**config.mk**
```make
export PLATFORM = sky130hd
export DESIGN_NAME = isc_ctrl_regs
export DESIGN_NICKNAME = d
export VERILOG_FILES = /design/src/isc_pkg.sv /design/src/isc_ctrl_regs.sv
export SDC_FILE = /design/constraint.sdc
export NUM_CORES = 1
export LEC_CHECK = 0
export ABC_CLOCK_PERIOD_IN_PS = 2370
export CORE_ASPECT_RATIO = 0.75
export CORE_MARGIN = 2
export CORE_UTILIZATION = 48
export CTS_CLUSTER_SIZE = 25
export DETAILED_ROUTE_END_ITERATION = 7
export DONT_BUFFER_PORTS = 1
export PLACE_DENSITY_LB_ADDON = 0.2
export SLEW_MARGIN = 15
export SYNTH_ARGS = -nofsm -noshare
export SYNTH_HDL_FRONTEND = slang
export SYNTH_SLANG_ARGS = --single-unit
```
**constraint.sdc**
```tcl
create_clock -name i_ref_clk -period 2.37 [get_ports i_ref_clk]
set_input_delay 0.237 -clock i_ref_clk [delete_from_list [all_inputs] [get_ports i_ref_clk]]
set_output_delay 0.237 -clock i_ref_clk [all_outputs]
set_load 0.01 [all_outputs]
```
**src/isc_pkg.sv**
```systemverilog
// Constants and types of the sensor control register block.
`default_nettype none
package isc_pkg;
    localparam logic [7:0] ADDR_ACCEL_MODE_RATE = 8'h10;
    localparam logic [7:0] ADDR_GYRO_MODE_RATE = 8'h11;
    localparam logic [7:0] ADDR_DEVICE_UPDATE_RESET = 8'h12;
    localparam logic [7:0] ADDR_INTERRUPT_BEHAVIOUR = 8'h13;
    localparam logic [7:0] ADDR_INBAND_INTERRUPT_TIMING = 8'h14;
    localparam logic [7:0] ADDR_GYRO_FILTER_SCALE = 8'h15;
    localparam logic [7:0] ADDR_ANALOG_INPUT_GYRO_FILTER = 8'h16;
    localparam logic [7:0] ADDR_ACCEL_SCALE_FILTER = 8'h17;
    localparam logic [7:0] ADDR_GYRO_OUT_L = 8'h22;
    localparam logic [7:0] ADDR_GYRO_OUT_H = 8'h23;
    localparam logic [7:0] ADDR_ACCEL_OUT_L = 8'h28;
    localparam logic [7:0] ADDR_ACCEL_OUT_H = 8'h29;
    localparam logic [7:0] ADDR_DUAL_FIRST = 8'h34;
    localparam logic [7:0] ADDR_DUAL_LAST = 8'h39;
    // Indices into the control array, counted from the first control register.
    localparam logic [2:0] IDX_ACCEL = 3'h0;
    localparam logic [2:0] IDX_GYRO = 3'h1;
    localparam logic [2:0] IDX_UPDATE = 3'h2;
    localparam logic [2:0] IDX_INTBEH = 3'h3;
    localparam logic [2:0] IDX_INBAND = 3'h4;
    localparam logic [2:0] IDX_GFILT = 3'h5;
    localparam logic [2:0] IDX_ANALOG = 3'h6;
    localparam logic [2:0] IDX_ASCALE = 3'h7;
    // Field positions.
    localparam int POS_MODE = 4;
    localparam int POS_REBOOT = 7;
    localparam int POS_BDU = 6;
    localparam int POS_AUTO_INC = 2;
    localparam int POS_SOFTWARE_RESET_BIT = 0;
    localparam int POS_RELOCATE = 4;
    localparam int POS_READY_MASK = 3;
    localparam int POS_TEMP_ROUTE = 2;
    localparam int POS_PULSE_MODE = 1;
    localparam int POS_IN_POLARITY = 0;
    localparam int POS_BUS_TIME = 1;
    localparam int POS_INT_I3C = 0;
    localparam int POS_LPF_BW = 4;
    localparam int POS_AH_ENABLE = 7;
    localparam int POS_AH_ROUTE = 6;
    localparam int POS_AH_IMPED = 4;
    localparam int POS_LPF_EN = 0;
    localparam int POS_A_CUTOFF = 5;
    localparam int POS_DUAL_EN = 3;
    // Reset values and writable bits of the eight control registers.
    localparam logic [7:0] CTRL_RESET [8] =
        '{8'h00, 8'h00, 8'h44, 8'h00, 8'h02, 8'h00, 8'h00, 8'h00};
    localparam logic [7:0] CTRL_WMASK [8] =
        '{8'h7F, 8'h7F, 8'h44, 8'h1F, 8'h07, 8'h7F, 8'hF1, 8'hEB};
    typedef enum logic [2:0] {
        ISC_AM_HIGH_PERF = 3'b000,
        ISC_AM_HIGH_ACC = 3'b001,
        ISC_AM_LP2 = 3'b100,
        ISC_AM_LP4 = 3'b101,
        ISC_AM_LP8 = 3'b110,
        ISC_AM_NORMAL = 3'b111
    } isc_accel_mode_t;
    typedef enum logic [2:0] {
        ISC_GM_HIGH_PERF = 3'b000,
        ISC_GM_HIGH_ACC = 3'b001,
        ISC_GM_SLEEP = 3'b100,
        ISC_GM_LOW_POWER = 3'b101
    } isc_gyro_mode_t;
    localparam logic [3:0] RATE_MAX = 4'hC;
    localparam logic [3:0] GYRO_RATE_GAP = 4'h1;
    localparam logic [3:0] GYRO_FS_4000 = 4'hC;
    localparam logic [3:0] GYRO_FS_2000 = 4'h4;
    // Timing, in the unit of each figure.
    localparam int CLK_PERIOD_NS = 10;
    localparam int PULSE_US = 65;
    localparam int BUS_T0_US = 2;
    localparam int BUS_T1_US = 50;
    localparam int BUS_T2_MS = 1;
    localparam int BUS_T3_MS = 25;
    localparam int PULSE_CYC = PULSE_US * 1000 / CLK_PERIOD_NS;
    localparam int BUS_T0_CYC = BUS_T0_US * 1000 / CLK_PERIOD_NS;
    localparam int BUS_T1_CYC = BUS_T1_US * 1000 / CLK_PERIOD_NS;
    localparam int BUS_T2_CYC = BUS_T2_MS * 1000000 / CLK_PERIOD_NS;
    localparam int BUS_T3_CYC = BUS_T3_MS * 1000000 / CLK_PERIOD_NS;
endpackage
`default_nettype wire
```
**src/isc_ctrl_regs.sv**
```systemverilog
// Control register bank of the motion sensor with its data-ready and pin logic.
`default_nettype none
// What this block does
// - Accel mode field selects performance or averaging
// - Accel rate zero powers down, twelve max
// - Gyro mode field selects performance, sleep, low-power
// - Gyro rate zero off, one reserved
// - Reboot bit reloads memory then self-clears
// - Block update holds data until high read
// - Auto-increment advances address per byte
// - Software reset restores defaults, then clears
// - Relocation moves second-pin sources to first
// - Ready mask suppresses data-ready until settled
// - Ready pulses 65 us, else latched
// - Polarity bit sets second pin trigger level
// - Bus available time chooses four delays
// - Pin driven under I3C only if enabled
// - Gyro full scale codes, others reserved
// - Gyro lowpass enable, bandwidth when stabilization off
// - Analog hub connects pins; sensors off first
// - Analog hub ready routed to second pin
// - Dual channel writes extra data registers
// - Accel full scale two to sixteen g
module isc_ctrl_regs
    import isc_pkg::*;
#(
    parameter int DATA_READY_SIGNAL_PULSE_CYCLES = PULSE_CYC,
    parameter int BUS_TIME_1_CYCLES = BUS_T1_CYC,
    parameter int BUS_TIME_2_CYCLES = BUS_T2_CYC,
    parameter int BUS_TIME_3_CYCLES = BUS_T3_CYC
) (
    input wire logic i_ref_clk,
    input wire logic i_sys_rst,
    input wire logic i_acc_start,
    input wire logic [7:0] i_acc_addr,
    input wire logic i_wr_stb,
    input wire logic [7:0] i_wr_data,
    input wire logic i_rd_stb,
    output logic [7:0] o_rd_data,
    input wire logic i_accel_new,
    input wire logic [15:0] i_accel_data,
    input wire logic [47:0] i_dual_data,
    input wire logic i_gyro_new,
    input wire logic [15:0] i_gyro_data,
    input wire logic i_accel_settled,
    input wire logic i_gyro_settled,
    input wire logic i_reboot_done,
    input wire logic i_stab_active,
    input wire logic [1:0] i_ready_route_a,
    input wire logic i_int_a_src,
    input wire logic i_int_b_src,
    input wire logic i_temp_ready,
    input wire logic i_ah_ready,
    input wire logic i_i3c_active,
    input wire logic i_int_b_pin,
    input wire logic i_bus_idle,
    output logic [2:0] o_accel_operating_mode,
    output logic [3:0] o_accel_output_rate,
    output logic [2:0] o_gyro_operating_mode,
    output logic [3:0] o_gyro_output_rate,
    output logic [1:0] o_accel_full_scale,
    output logic [3:0] o_gyro_full_scale,
    output logic [2:0] o_accel_second_filter_cutoff,
    output logic [1:0] o_analog_input_impedance,
    output logic o_gyro_lowpass_enable,
    output logic [2:0] o_gyro_lowpass_bandwidth,
    output logic o_analog_hub_enable,
    output logic o_accel_dual_channel_enable,
    output logic o_cfg_reserved,
    output logic o_reboot_req,
    output logic o_accel_ready,
    output logic o_gyro_ready,
    output logic o_int_a,
    output logic o_int_a_oe,
    output logic o_int_b,
    output logic o_int_b_oe,
    output logic o_trigger_active,
    output logic o_bus_available
);
    logic [7:0] ctrl_reg [8];
    logic [7:0] ptr_reg;
    logic sw_rst_reg;
    logic boot_busy_reg;
    logic reboot_req_reg;
    logic [7:0] rd_data_reg;
    logic [15:0] accel_reg;
    logic [15:0] gyro_reg;
    logic [7:0] dual_reg [6];
    logic [1:0] lock_reg;
    logic [1:0] lat_reg;
    logic [12:0] pcnt_reg [2];
    logic [1:0] ready_reg;
    logic int_a_reg;
    logic int_b_reg;
    logic oe_reg;
    logic reserved_reg;
    logic [2:0] bw_reg;
    logic [1:0] trig_sync_reg;
    logic trig_reg;
    logic [1:0] idle_sync_reg;
    logic [21:0] idle_cnt_reg;
    logic avail_reg;

    wire byte_stb = i_wr_stb | i_rd_stb;
    wire ctrl_hit = (ptr_reg[7:3] == ADDR_ACCEL_MODE_RATE[7:3]);
    wire [2:0] ctrl_idx = ptr_reg[2:0];
    wire dual_hit = (ptr_reg >= ADDR_DUAL_FIRST) && (ptr_reg <= ADDR_DUAL_LAST);
    wire [2:0] dual_idx = 3'(ptr_reg - ADDR_DUAL_FIRST);
    wire wr_ctrl = i_wr_stb & ctrl_hit;
    wire wr_update = wr_ctrl && (ctrl_idx == IDX_UPDATE);
    wire block_data_update = ctrl_reg[IDX_UPDATE][POS_BDU];
    wire auto_inc = ctrl_reg[IDX_UPDATE][POS_AUTO_INC];
    wire relocate = ctrl_reg[IDX_INTBEH][POS_RELOCATE];
    wire ready_mask = ctrl_reg[IDX_INTBEH][POS_READY_MASK];
    wire temp_route = ctrl_reg[IDX_INTBEH][POS_TEMP_ROUTE];
    wire pulse_mode = ctrl_reg[IDX_INTBEH][POS_PULSE_MODE];
    wire in_polarity = ctrl_reg[IDX_INTBEH][POS_IN_POLARITY];
    wire [1:0] bus_time = ctrl_reg[IDX_INBAND][POS_BUS_TIME +: 2];
    wire int_en_i3c = ctrl_reg[IDX_INBAND][POS_INT_I3C];
    wire ah_route = ctrl_reg[IDX_ANALOG][POS_AH_ROUTE];
    wire dual_en = ctrl_reg[IDX_ASCALE][POS_DUAL_EN];
    wire [2:0] am = ctrl_reg[IDX_ACCEL][POS_MODE +: 3];
    wire [3:0] ar = ctrl_reg[IDX_ACCEL][3:0];
    wire [2:0] gm = ctrl_reg[IDX_GYRO][POS_MODE +: 3];
    wire [3:0] gr = ctrl_reg[IDX_GYRO][3:0];
    wire [3:0] gfs = ctrl_reg[IDX_GFILT][3:0];

    // Reads of the update register show the live state of the two one-shot bits.
    wire [7:0] ctrl_rd = (ctrl_idx == IDX_UPDATE) ?
        {boot_busy_reg, ctrl_reg[IDX_UPDATE][6:1], sw_rst_reg} : ctrl_reg[ctrl_idx];
    wire [7:0] rd_mux =
        ctrl_hit ? ctrl_rd :
        dual_hit ? dual_reg[dual_idx] :
        (ptr_reg == ADDR_ACCEL_OUT_L) ? accel_reg[7:0] :
        (ptr_reg == ADDR_ACCEL_OUT_H) ? accel_reg[15:8] :
        (ptr_reg == ADDR_GYRO_OUT_L) ? gyro_reg[7:0] :
        (ptr_reg == ADDR_GYRO_OUT_H) ? gyro_reg[15:8] : 8'h00;
    wire rd_acc_l = i_rd_stb && (ptr_reg == ADDR_ACCEL_OUT_L);
    wire rd_acc_h = i_rd_stb && (ptr_reg == ADDR_ACCEL_OUT_H);
    wire rd_gyr_l = i_rd_stb && (ptr_reg == ADDR_GYRO_OUT_L);
    wire rd_gyr_h = i_rd_stb && (ptr_reg == ADDR_GYRO_OUT_H);
    wire [1:0] new_smp = {i_gyro_new, i_accel_new};
    wire [1:0] rd_low = {rd_gyr_l, rd_acc_l};
    wire [1:0] rd_high = {rd_gyr_h, rd_acc_h};
    wire [1:0] settled = {i_gyro_settled, i_accel_settled};

    // Reserved codes are stored as written but flagged for the sensing logic.
    wire am_bad = (am == 3'b010) || (am == 3'b011);
    wire ar_bad = (ar > RATE_MAX);
    wire gm_bad = (gm == 3'b010) || (gm == 3'b011) || gm[2:1] == 2'b11;
    wire gr_bad = (gr > RATE_MAX) || (gr == GYRO_RATE_GAP);
    wire gfs_bad = (gfs > GYRO_FS_2000) && (gfs != GYRO_FS_4000);
    wire any_bad = am_bad | ar_bad | gm_bad | gr_bad | gfs_bad;

    wire [21:0] bus_limit =
        (bus_time == 2'b00) ? 22'(BUS_T0_CYC) :
        (bus_time == 2'b01) ? 22'(BUS_TIME_1_CYCLES) :
        (bus_time == 2'b10) ? 22'(BUS_TIME_2_CYCLES) : 22'(BUS_TIME_3_CYCLES);

    logic [1:0] ready_raw;
    logic [1:0] ready_pin;
    genvar s;
    generate
        for (s = 0; s < 2; s++)
        begin : g_ready
            assign ready_raw[s] = pulse_mode ? (pcnt_reg[s] != 13'h0000) : lat_reg[s];
            assign ready_pin[s] = ready_raw[s] & ~(ready_mask & ~settled[s]);
            always_ff @(posedge i_ref_clk)
            begin
                if (i_sys_rst)
                begin
                    lat_reg[s] <= 1'b0;
                    lock_reg[s] <= 1'b0;
                    pcnt_reg[s] <= 13'h0000;
                end
                else
                begin
                    // A new sample arriving with the high-byte read keeps the flag set.
                    if (new_smp[s])
                        lat_reg[s] <= 1'b1;
                    else if (rd_high[s])
                        lat_reg[s] <= 1'b0;
                    if (rd_high[s])
                        lock_reg[s] <= 1'b0;
                    else if (rd_low[s] && block_data_update)
                        lock_reg[s] <= 1'b1;
                    if (new_smp[s])
                        pcnt_reg[s] <= 13'(DATA_READY_SIGNAL_PULSE_CYCLES);
                    else if (pcnt_reg[s] != 13'h0000)
                        pcnt_reg[s] <= pcnt_reg[s] - 13'h0001;
                end
            end
        end
    endgenerate

    wire b_src = i_int_b_src | (temp_route & i_temp_ready) | (ah_route & i_ah_ready);
    wire int_a_next = (|(ready_pin & i_ready_route_a)) | i_int_a_src | (relocate & b_src);
    wire int_b_next = ~relocate & b_src;

    always_ff @(posedge i_ref_clk)
    begin
        for (int i = 0; i < 8; i++)
        begin
            if (i_sys_rst || sw_rst_reg)
                ctrl_reg[i] <= CTRL_RESET[i];
            else if (wr_ctrl && ctrl_idx == 3'(i))
                ctrl_reg[i] <= i_wr_data & CTRL_WMASK[i];
        end
    end

    always_ff @(posedge i_ref_clk)
    begin
        if (i_sys_rst)
        begin
            ptr_reg <= 8'h00;
            sw_rst_reg <= 1'b0;
            boot_busy_reg <= 1'b0;
            reboot_req_reg <= 1'b0;
            rd_data_reg <= 8'h00;
        end
        else
        begin
            if (i_acc_start)
                ptr_reg <= i_acc_addr;
            else if (byte_stb && auto_inc)
                ptr_reg <= ptr_reg + 8'h01;
            sw_rst_reg <= wr_update & i_wr_data[POS_SOFTWARE_RESET_BIT] & ~sw_rst_reg;
            reboot_req_reg <= wr_update & i_wr_data[POS_REBOOT] & ~boot_busy_reg;
            if (wr_update && i_wr_data[POS_REBOOT])
                boot_busy_reg <= 1'b1;
            else if (i_reboot_done)
                boot_busy_reg <= 1'b0;
            if (i_rd_stb)
                rd_data_reg <= rd_mux;
        end
    end

    always_ff @(posedge i_ref_clk)
    begin
        if (i_sys_rst)
        begin
            accel_reg <= 16'h0000;
            gyro_reg <= 16'h0000;
            for (int k = 0; k < 6; k++)
                dual_reg[k] <= 8'h00;
        end
        else
        begin
            // With block update on, a half-read word is frozen until its high byte goes.
            if (i_accel_new && !(block_data_update && lock_reg[0]))
                accel_reg <= i_accel_data;
            if (i_gyro_new && !(block_data_update && lock_reg[1]))
                gyro_reg <= i_gyro_data;
            for (int k = 0; k < 6; k++)
            begin
                if (i_accel_new && dual_en)
                    dual_reg[k] <= i_dual_data[8*k +: 8];
            end
        end
    end

    always_ff @(posedge i_ref_clk)
    begin
        if (i_sys_rst)
        begin
            ready_reg <= 2'b00;
            int_a_reg <= 1'b0;
            int_b_reg <= 1'b0;
            oe_reg <= 1'b0;
            reserved_reg <= 1'b0;
            bw_reg <= 3'h0;
            trig_sync_reg <= 2'b00;
            trig_reg <= 1'b0;
            idle_sync_reg <= 2'b00;
            idle_cnt_reg <= 22'h00_0000;
            avail_reg <= 1'b0;
        end
        else
        begin
            ready_reg <= ready_pin;
            int_a_reg <= int_a_next;
            int_b_reg <= int_b_next;
            oe_reg <= ~i_i3c_active | int_en_i3c;
            reserved_reg <= any_bad;
            // Bandwidth choice is overridden while a stabilization chain owns the filter.
            bw_reg <= i_stab_active ? 3'h0 : ctrl_reg[IDX_GFILT][POS_LPF_BW +: 3];
            trig_sync_reg <= {trig_sync_reg[0], i_int_b_pin};
            trig_reg <= in_polarity ? trig_sync_reg[1] : ~trig_sync_reg[1];
            idle_sync_reg <= {idle_sync_reg[0], i_bus_idle};
            if (!idle_sync_reg[1])
                idle_cnt_reg <= 22'h00_0000;
            else if (idle_cnt_reg < bus_limit)
                idle_cnt_reg <= idle_cnt_reg + 22'h00_0001;
            avail_reg <= idle_sync_reg[1] && (idle_cnt_reg >= bus_limit);
        end
    end

    assign o_rd_data = rd_data_reg;
    assign o_accel_operating_mode = am;
    assign o_accel_output_rate = ar;
    assign o_gyro_operating_mode = gm;
    assign o_gyro_output_rate = gr;
    assign o_accel_full_scale = ctrl_reg[IDX_ASCALE][1:0];
    assign o_gyro_full_scale = gfs;
    assign o_accel_second_filter_cutoff = ctrl_reg[IDX_ASCALE][POS_A_CUTOFF +: 3];
    assign o_analog_input_impedance = ctrl_reg[IDX_ANALOG][POS_AH_IMPED +: 2];
    assign o_gyro_lowpass_enable = ctrl_reg[IDX_ANALOG][POS_LPF_EN];
    assign o_gyro_lowpass_bandwidth = bw_reg;
    assign o_analog_hub_enable = ctrl_reg[IDX_ANALOG][POS_AH_ENABLE];
    assign o_accel_dual_channel_enable = dual_en;
    assign o_cfg_reserved = reserved_reg;
    assign o_reboot_req = reboot_req_reg;
    assign o_accel_ready = ready_reg[0];
    assign o_gyro_ready = ready_reg[1];
    assign o_int_a = int_a_reg;
    assign o_int_a_oe = oe_reg;
    assign o_int_b = int_b_reg;
    assign o_int_b_oe = oe_reg;
    assign o_trigger_active = trig_reg;
    assign o_bus_available = avail_reg;

    a_swrst_defaults: assert property (@(posedge i_ref_clk) disable iff (i_sys_rst)
        sw_rst_reg |=> ctrl_reg[IDX_UPDATE] == CTRL_RESET[IDX_UPDATE]
            && ctrl_reg[IDX_INBAND] == CTRL_RESET[IDX_INBAND])
        else $error("software reset did not restore defaults");
    a_swrst_selfclear: assert property (@(posedge i_ref_clk) disable iff (i_sys_rst)
        sw_rst_reg |=> !sw_rst_reg ##1 !sw_rst_reg)
        else $error("software reset bit did not clear");
    a_reboot_busy: assert property (@(posedge i_ref_clk) disable iff (i_sys_rst)
        (wr_update && i_wr_data[POS_REBOOT]) |=> boot_busy_reg)
        else $error("reboot request not held busy");
    a_bdu_hold: assert property (@(posedge i_ref_clk) disable iff (i_sys_rst)
        (block_data_update && lock_reg[0]) |=> $stable(accel_reg))
        else $error("accel data changed while half read");
    a_autoinc_step: assert property (@(posedge i_ref_clk) disable iff (i_sys_rst)
        (byte_stb && auto_inc && !i_acc_start) |=> ptr_reg == 8'($past(ptr_reg) + 8'h01))
        else $error("address did not advance");
    a_relocate_b: assert property (@(posedge i_ref_clk) disable iff (i_sys_rst)
        (relocate && i_int_b_src) |=> o_int_a && !o_int_b)
        else $error("second pin source not moved to first pin");
    a_mask_ready: assert property (@(posedge i_ref_clk) disable iff (i_sys_rst)
        (ready_mask && !i_accel_settled) |=> !o_accel_ready)
        else $error("accel ready shown before settling");
    a_pulse_len: assert property (@(posedge i_ref_clk) disable iff (i_sys_rst)
        (i_accel_new && pulse_mode) |=> pcnt_reg[0] == 13'(DATA_READY_SIGNAL_PULSE_CYCLES))
        else $error("ready pulse length wrong");
    a_latch_hold: assert property (@(posedge i_ref_clk) disable iff (i_sys_rst)
        (i_accel_new && !pulse_mode) |=> lat_reg[0] ##1 (lat_reg[0] || $past(rd_acc_h)))
        else $error("latched ready lost before high read");
    a_i3c_gate: assert property (@(posedge i_ref_clk) disable iff (i_sys_rst)
        (i_i3c_active && !int_en_i3c) |=> !o_int_a_oe && !o_int_b_oe)
        else $error("pin driven under I3C while disabled");
    a_bus_idle: assert property (@(posedge i_ref_clk) disable iff (i_sys_rst)
        !idle_sync_reg[1] |=> !o_bus_available)
        else $error("bus available without idle bus");
    a_route_b: assert property (@(posedge i_ref_clk) disable iff (i_sys_rst)
        (!relocate && ah_route && i_ah_ready) |=> o_int_b)
        else $error("hub ready missing on second pin");
    a_trig_high: assert property (@(posedge i_ref_clk) disable iff (i_sys_rst)
        (in_polarity && trig_sync_reg[1]) |=> o_trigger_active)
        else $error("active high trigger not seen");
    a_reboot_once: assert property (@(posedge i_ref_clk) disable iff (i_sys_rst)
        o_reboot_req |=> !o_reboot_req)
        else $error("reboot request longer than one cycle");
    a_stab_bw: assert property (@(posedge i_ref_clk) disable iff (i_sys_rst)
        i_stab_active |=> o_gyro_lowpass_bandwidth == 3'h0)
        else $error("bandwidth not forced while chain active");
endmodule
`default_nettype wire

```
* Word-level counts from Yosys, hierarchy flattened
Memory sizes are Yosys's and may differ from the RTL's. A register that Yosys moved wholly into a read port is not among the register bits.
Cells that the tools add are included.
** Word-level totals
- Register bits after elaboration :: 92
- Memory bits (writable) :: 138
- Input port bits :: 116
- Output and inout bits :: 49
- Logic and storage cells :: 240
- Memories :: 3
** Operators by class
- Add/sub/neg operators :: 5
- $lt $le $gt $ge :: 7
- Equality and inequality tests :: 21
- Muxes and demuxes :: 86
- Bitwise gates (word level) :: 52
- Reductions and logical operators :: 44
** Memories
- ctrl_reg :: words 8, width 8, read ports 9, clocked after Yosys merged registers in 1, wr ports 8, RTL line isc_ctrl_regs.sv:80 : logic [7:0] ctrl_reg [8];
- dual_reg :: words 6, width 8, read ports 1, clocked after Yosys merged registers in 0, wr ports 6, RTL line isc_ctrl_regs.sv:88 : logic [7:0] dual_reg [6];
- pcnt_reg :: words 2, width 13, read ports 2, clocked after Yosys merged registers in 0, wr ports 2, RTL line isc_ctrl_regs.sv:91 : logic [12:0] pcnt_reg [2];
** Operators by type and width (number)
- 8-bit two-way mux :: 23
- 22-bit two-way mux :: 3
- 1-bit two-way mux :: 54
- 13-bit two-way mux :: 4
- 8-bit by 6-bit == test with 1-bit output (second input constant) :: 4
- 1-bit bitwise OR :: 28
- 13-bit nonzero test :: 2
- 13-bit by 1-bit subtractor with 13-bit output (second input constant) :: 2
- 1-bit logical AND :: 24
- 22-bit by 1-bit adder with 22-bit output (second input constant) :: 1
- 22-bit >= comparator :: 1
- 22-bit less-than comparator :: 1
- 3-bit by 2-bit == test with 1-bit output (second input constant) :: 6
- 1-bit bitwise AND :: 13
- 3-bit == test (second input constant) :: 4
- 1-bit inverter :: 10
- 2-bit OR reduction :: 5
- 8-bit by 1-bit adder with 8-bit output (second input constant) :: 1
- 8-bit by 6-bit >= comparator with 1-bit output (second input constant) :: 1
- 4-bit greater-than comparator (second input constant) :: 2
- 8-bit by 6-bit <= comparator with 1-bit output (second input constant) :: 1
- 2-bit nonzero test :: 4
- 3-bit two-way mux :: 2
- 5-bit by 2-bit == test with 1-bit output (second input constant) :: 1
- 12 further kinds :: 18

* Depth between registers and ports, before layout
- Depth after elaboration :: 8
- Gate-level depth with buffers :: 11
- Gate-level depth less buffers :: 10

* Worst setup path after synthesis
OpenSTA, ideal clock, no wires.
- Path kind :: register to register
- From :: memory ctrl_reg[4][1]
- To :: register idle_cnt_reg[19]
- Library setup time :: 0.059 ns
- Data arrival time :: 2.487 ns
- Data required time :: 2.311 ns
- Setup slack :: -0.176 ns
- Cell stages (with the launch flop) :: 12
- Buffers on the path :: 1
- Clock period less this slack :: 2.546 ns
- Cell sequence :: edfxtp_1 inv_1 ha_1 or2_2 ha_1 o211a_1 a211oi_4 o211a_4 o211ai_2 buf_6 or4_1 nand2_1
** RTL lines
- start, declared :: RTL line isc_ctrl_regs.sv:80
- end signal, assigned :: RTL line isc_ctrl_regs.sv:293 : idle_cnt_reg <= idle_cnt_reg + 22'h00_0001;
- end, declared :: RTL line isc_ctrl_regs.sv:101 : logic [21:0] idle_cnt_reg;

==> run metrics <==
most frequent cell after synthesis=nand2_1; max-cap violation count=0; ys async rst share=0; Post-synth top cells=119 x nand2_1, 116 x edfxtp_1, 104 x a21oi_1, 102 x nor2_1, 95 x dfxtp_1; Synth warnings=0; Wirelength per Cell=19.04 µm; port bufs=0; top cells by area, synth=edfxtp_1 34%, dfxtp_1 18%, and2_1 5.6%, a21oi_1 5.1%, nand2_1 4.3%; cell taking the most area after synthesis=edfxtp_1; fin. max-slew vios=0; number of fill cells=1,751; Vias/cell=5.524; HP Class=in2reg; clock-pin slew reported for the worst setup and hold paths after clock tree synthesis=0.06 ns; DRT Wirelength=27,910 µm; pre-CTS setup slack=-0.2836 ns; largest net degree at the start of global routing=77; setup ws final=-0.2558 ns; Power Density=690.6 nW/µm²; setup violators final=23; max FFs per register=48; Initial Utilization=0.4882; core box area=21,070 µm²; CTS Buffer Depth=3; CTS Buf Count=22; failing checks=negative setup slack; gr usage total=0.2429; fin util=0.6157; Setup CP Type=reg2reg; Cell Rows=46; nature of the critical path endpoint=register; first-pass GRT wire length=43,040 µm; Post-Syn Instances=1,024; Area growth syn-to-layout=26.12%; DRT antenna net count=0; period utilization=1.108; grt total ovfl=0; Fmax=0.3808 GHz; Syn Nets=1,170; Die Ht=130.8 µm; number of global-route vias before repair=7,624; final hold viol count=0; placed wire-length estimate=18,760 µm; Lkg Pwr=4.860 nW; DR DRC count=0; Netlist cell types=70; commonest register cell after synthesis=edfxtp_1; synthesis-stage register bit count=211; I/O pin cnt=165; share of the synthesized area in the top cell type=0.3387; RD Place Congestion=0.8417; CTS H-tree lvls=1; Final min period=2.626 ns; CTS tree=built; DR pass1 iterations=5; vias post-DR=8,098; Max-slew headroom=0.4261; die area=22,620 µm²; initial drt markers=729; post-synthesis area per instance=10.04 µm²; Clock Skew=0.006828 ns; # clock sinks=211; outcome=finished with violations; Clock Latency Late Sink=0.51 ns; area of placed instances=10,820 µm²; Critical Path Start Type=register; peak supply drop=0.0006225 V; die width=173.0 µm; post-synthesis sequential area ratio=0.5237; worst-margin pin slew=0.8587 ns; ratio of cells with drive above 1 in the final layout=0.1310; Worst Path Required=2.81 ns; RSZ-0062 raised after global routing=yes; initial antenna violation count=2; crit path DAT=3.06 ns; final instance area=12,970 µm²; post-synth design cell area=10,280 µm²; CP max FO=6; CTS Root Cell=clkbuf_16; number of synthesized flops with an enable pin=116; nets=1,306
==> per-layer routing <==
| layer | track usage | vias to the layer above | share of wire | routed length, µm |
|---|---|---|---|---|
| li1 | - | 3915 | - | - |
| met1 | 0.3551 | 3862 | 0.47 | 13100 |
| met2 | 0.3692 | 279 | 0.43 | 12080 |
| met3 | 0.05556 | 42 | 0.078 | 2178 |
| met4 | 0.05633 | 0 | 0.020 | 556 |
| met5 | 0 | - | 0 | 0 |
==> per-stage QoR <==
stage | power, mW | TNS [ns] | cells | hold slack, ns
finish | 8.957 | -4.751 | 1466 | 0.01880
global route | 9.289 | -7.145 | 1465 | 0.01217
floorplan | 4.842 | -0.8087 | 1024 | 0.3329
global placement | 5.039 | -3.819 | 1308 | 0.3146
detailed placement | 5.055 | -5.381 | 1308 | 0.3152
CTS | 8.985 | -3.307 | 1463 | 0.0004948
==> power by group <==
group	switching, mW	internal (mW)
logic	0.512	0.460
clock network	1.44	2.31
registers	0.172	4.06
total	2.13	6.83
==> worst max-delay path, cell delays in order (launching register included) <==
cell and delay (ns):
edfxtp_1 0.42, buf_6 0.15, ha_2 0.18, inv_4 0.09, buf_6 0.10, ha_4 0.19, buf_6 0.12, a211oi_4 0.30
o211a_4 0.29, o21ai_4 0.10, buf_6 0.15, or3_4 0.33, a21oi_2 0.13
==> placed cells by master, fill, tap and decap left out, drive strengths merged, types with 5 or more instances in the layout <==
cell type,synthesis,routed
o211ai,9,9
a21oi,104,104
nand2,119,119
clkbuf,33,27
o21ai,39,40
nand3,21,21
nand4,8,8
dfxtp,95,95
mux2,5,5
nor2b,12,12
mux2i,17,17
clkinv,2,8
and3,11,11
o22ai,7,7
bufinv,0,5
a311oi,6,6
xor2,11,11
edfxtp,116,116
or2,5,5
nand2b,8,8
mux4,11,11
dlygate4sd3,0,109
nor4,9,9
xnor2,16,16
buf,25,60
nor2,103,103
ha,30,30
and2,92,92
nor3,12,12
or3,18,18
inv,25,25
==> final timing paths <==
path,slack [ns],to,depth (start not counted),start
worst min register to register,0.45,idle_sync_reg[1],1,idle_sync_reg[0]
worst max register to register,-0.26,idle_cnt_reg[14],12,ctrl_reg[4][2]
worst max-delay path,-0.26,idle_cnt_reg[14],12,ctrl_reg[4][2]
worst min-delay path,0.02,idle_cnt_reg[19],3,i_sys_rst
==> kinds of logic after synthesis <==
| logic type | share of synthesized area |
|---|---|
| DFF | 0.5237 |
| and+or+nand+nor | 0.2111 |
| buffers and inverters | 0.03650 |
| xor gates and xnor gates | 0.02299 |
| muxes | 0.04611 |
| AOI/OAI and AO/OA | 0.1231 |
| adders and majority gates | 0.03650 |
==> final cells by class <==
| class | instances | area [µm²] | area share |
|---|---|---|---|
| Clock buffer | 27 | 590.6 | 0.04553 |
| Antenna cell | 2 | 5.005 | 0.0003859 |
| Tap cell | 288 | 360.3 | 0.02778 |
| Clock inverter | 13 | 187.7 | 0.01447 |
| Multi-Input combinational cell | 729 | 4727 | 0.3645 |
| Timing Repair Buffer | 169 | 1609 | 0.1241 |
| Inverter | 27 | 103.9 | 0.008007 |
| Sequential cell | 211 | 5386 | 0.4153 |
==> what timing repair did <==
| item | CTS | global route |
|---|---|---|
| resized for setup | 14 | 20 |
| setup buffers | 3 | 2 |
| pin swaps | 19 | 9 |
| hold endpoints to repair | 171 | 0 |
| gates cloned | 2 | 0 |
| hold buffers | 110 | 0 |
| endpoints found under the setup margin | 23 | 27 |
No activity file was read; power rests on OpenSTA's default activity.
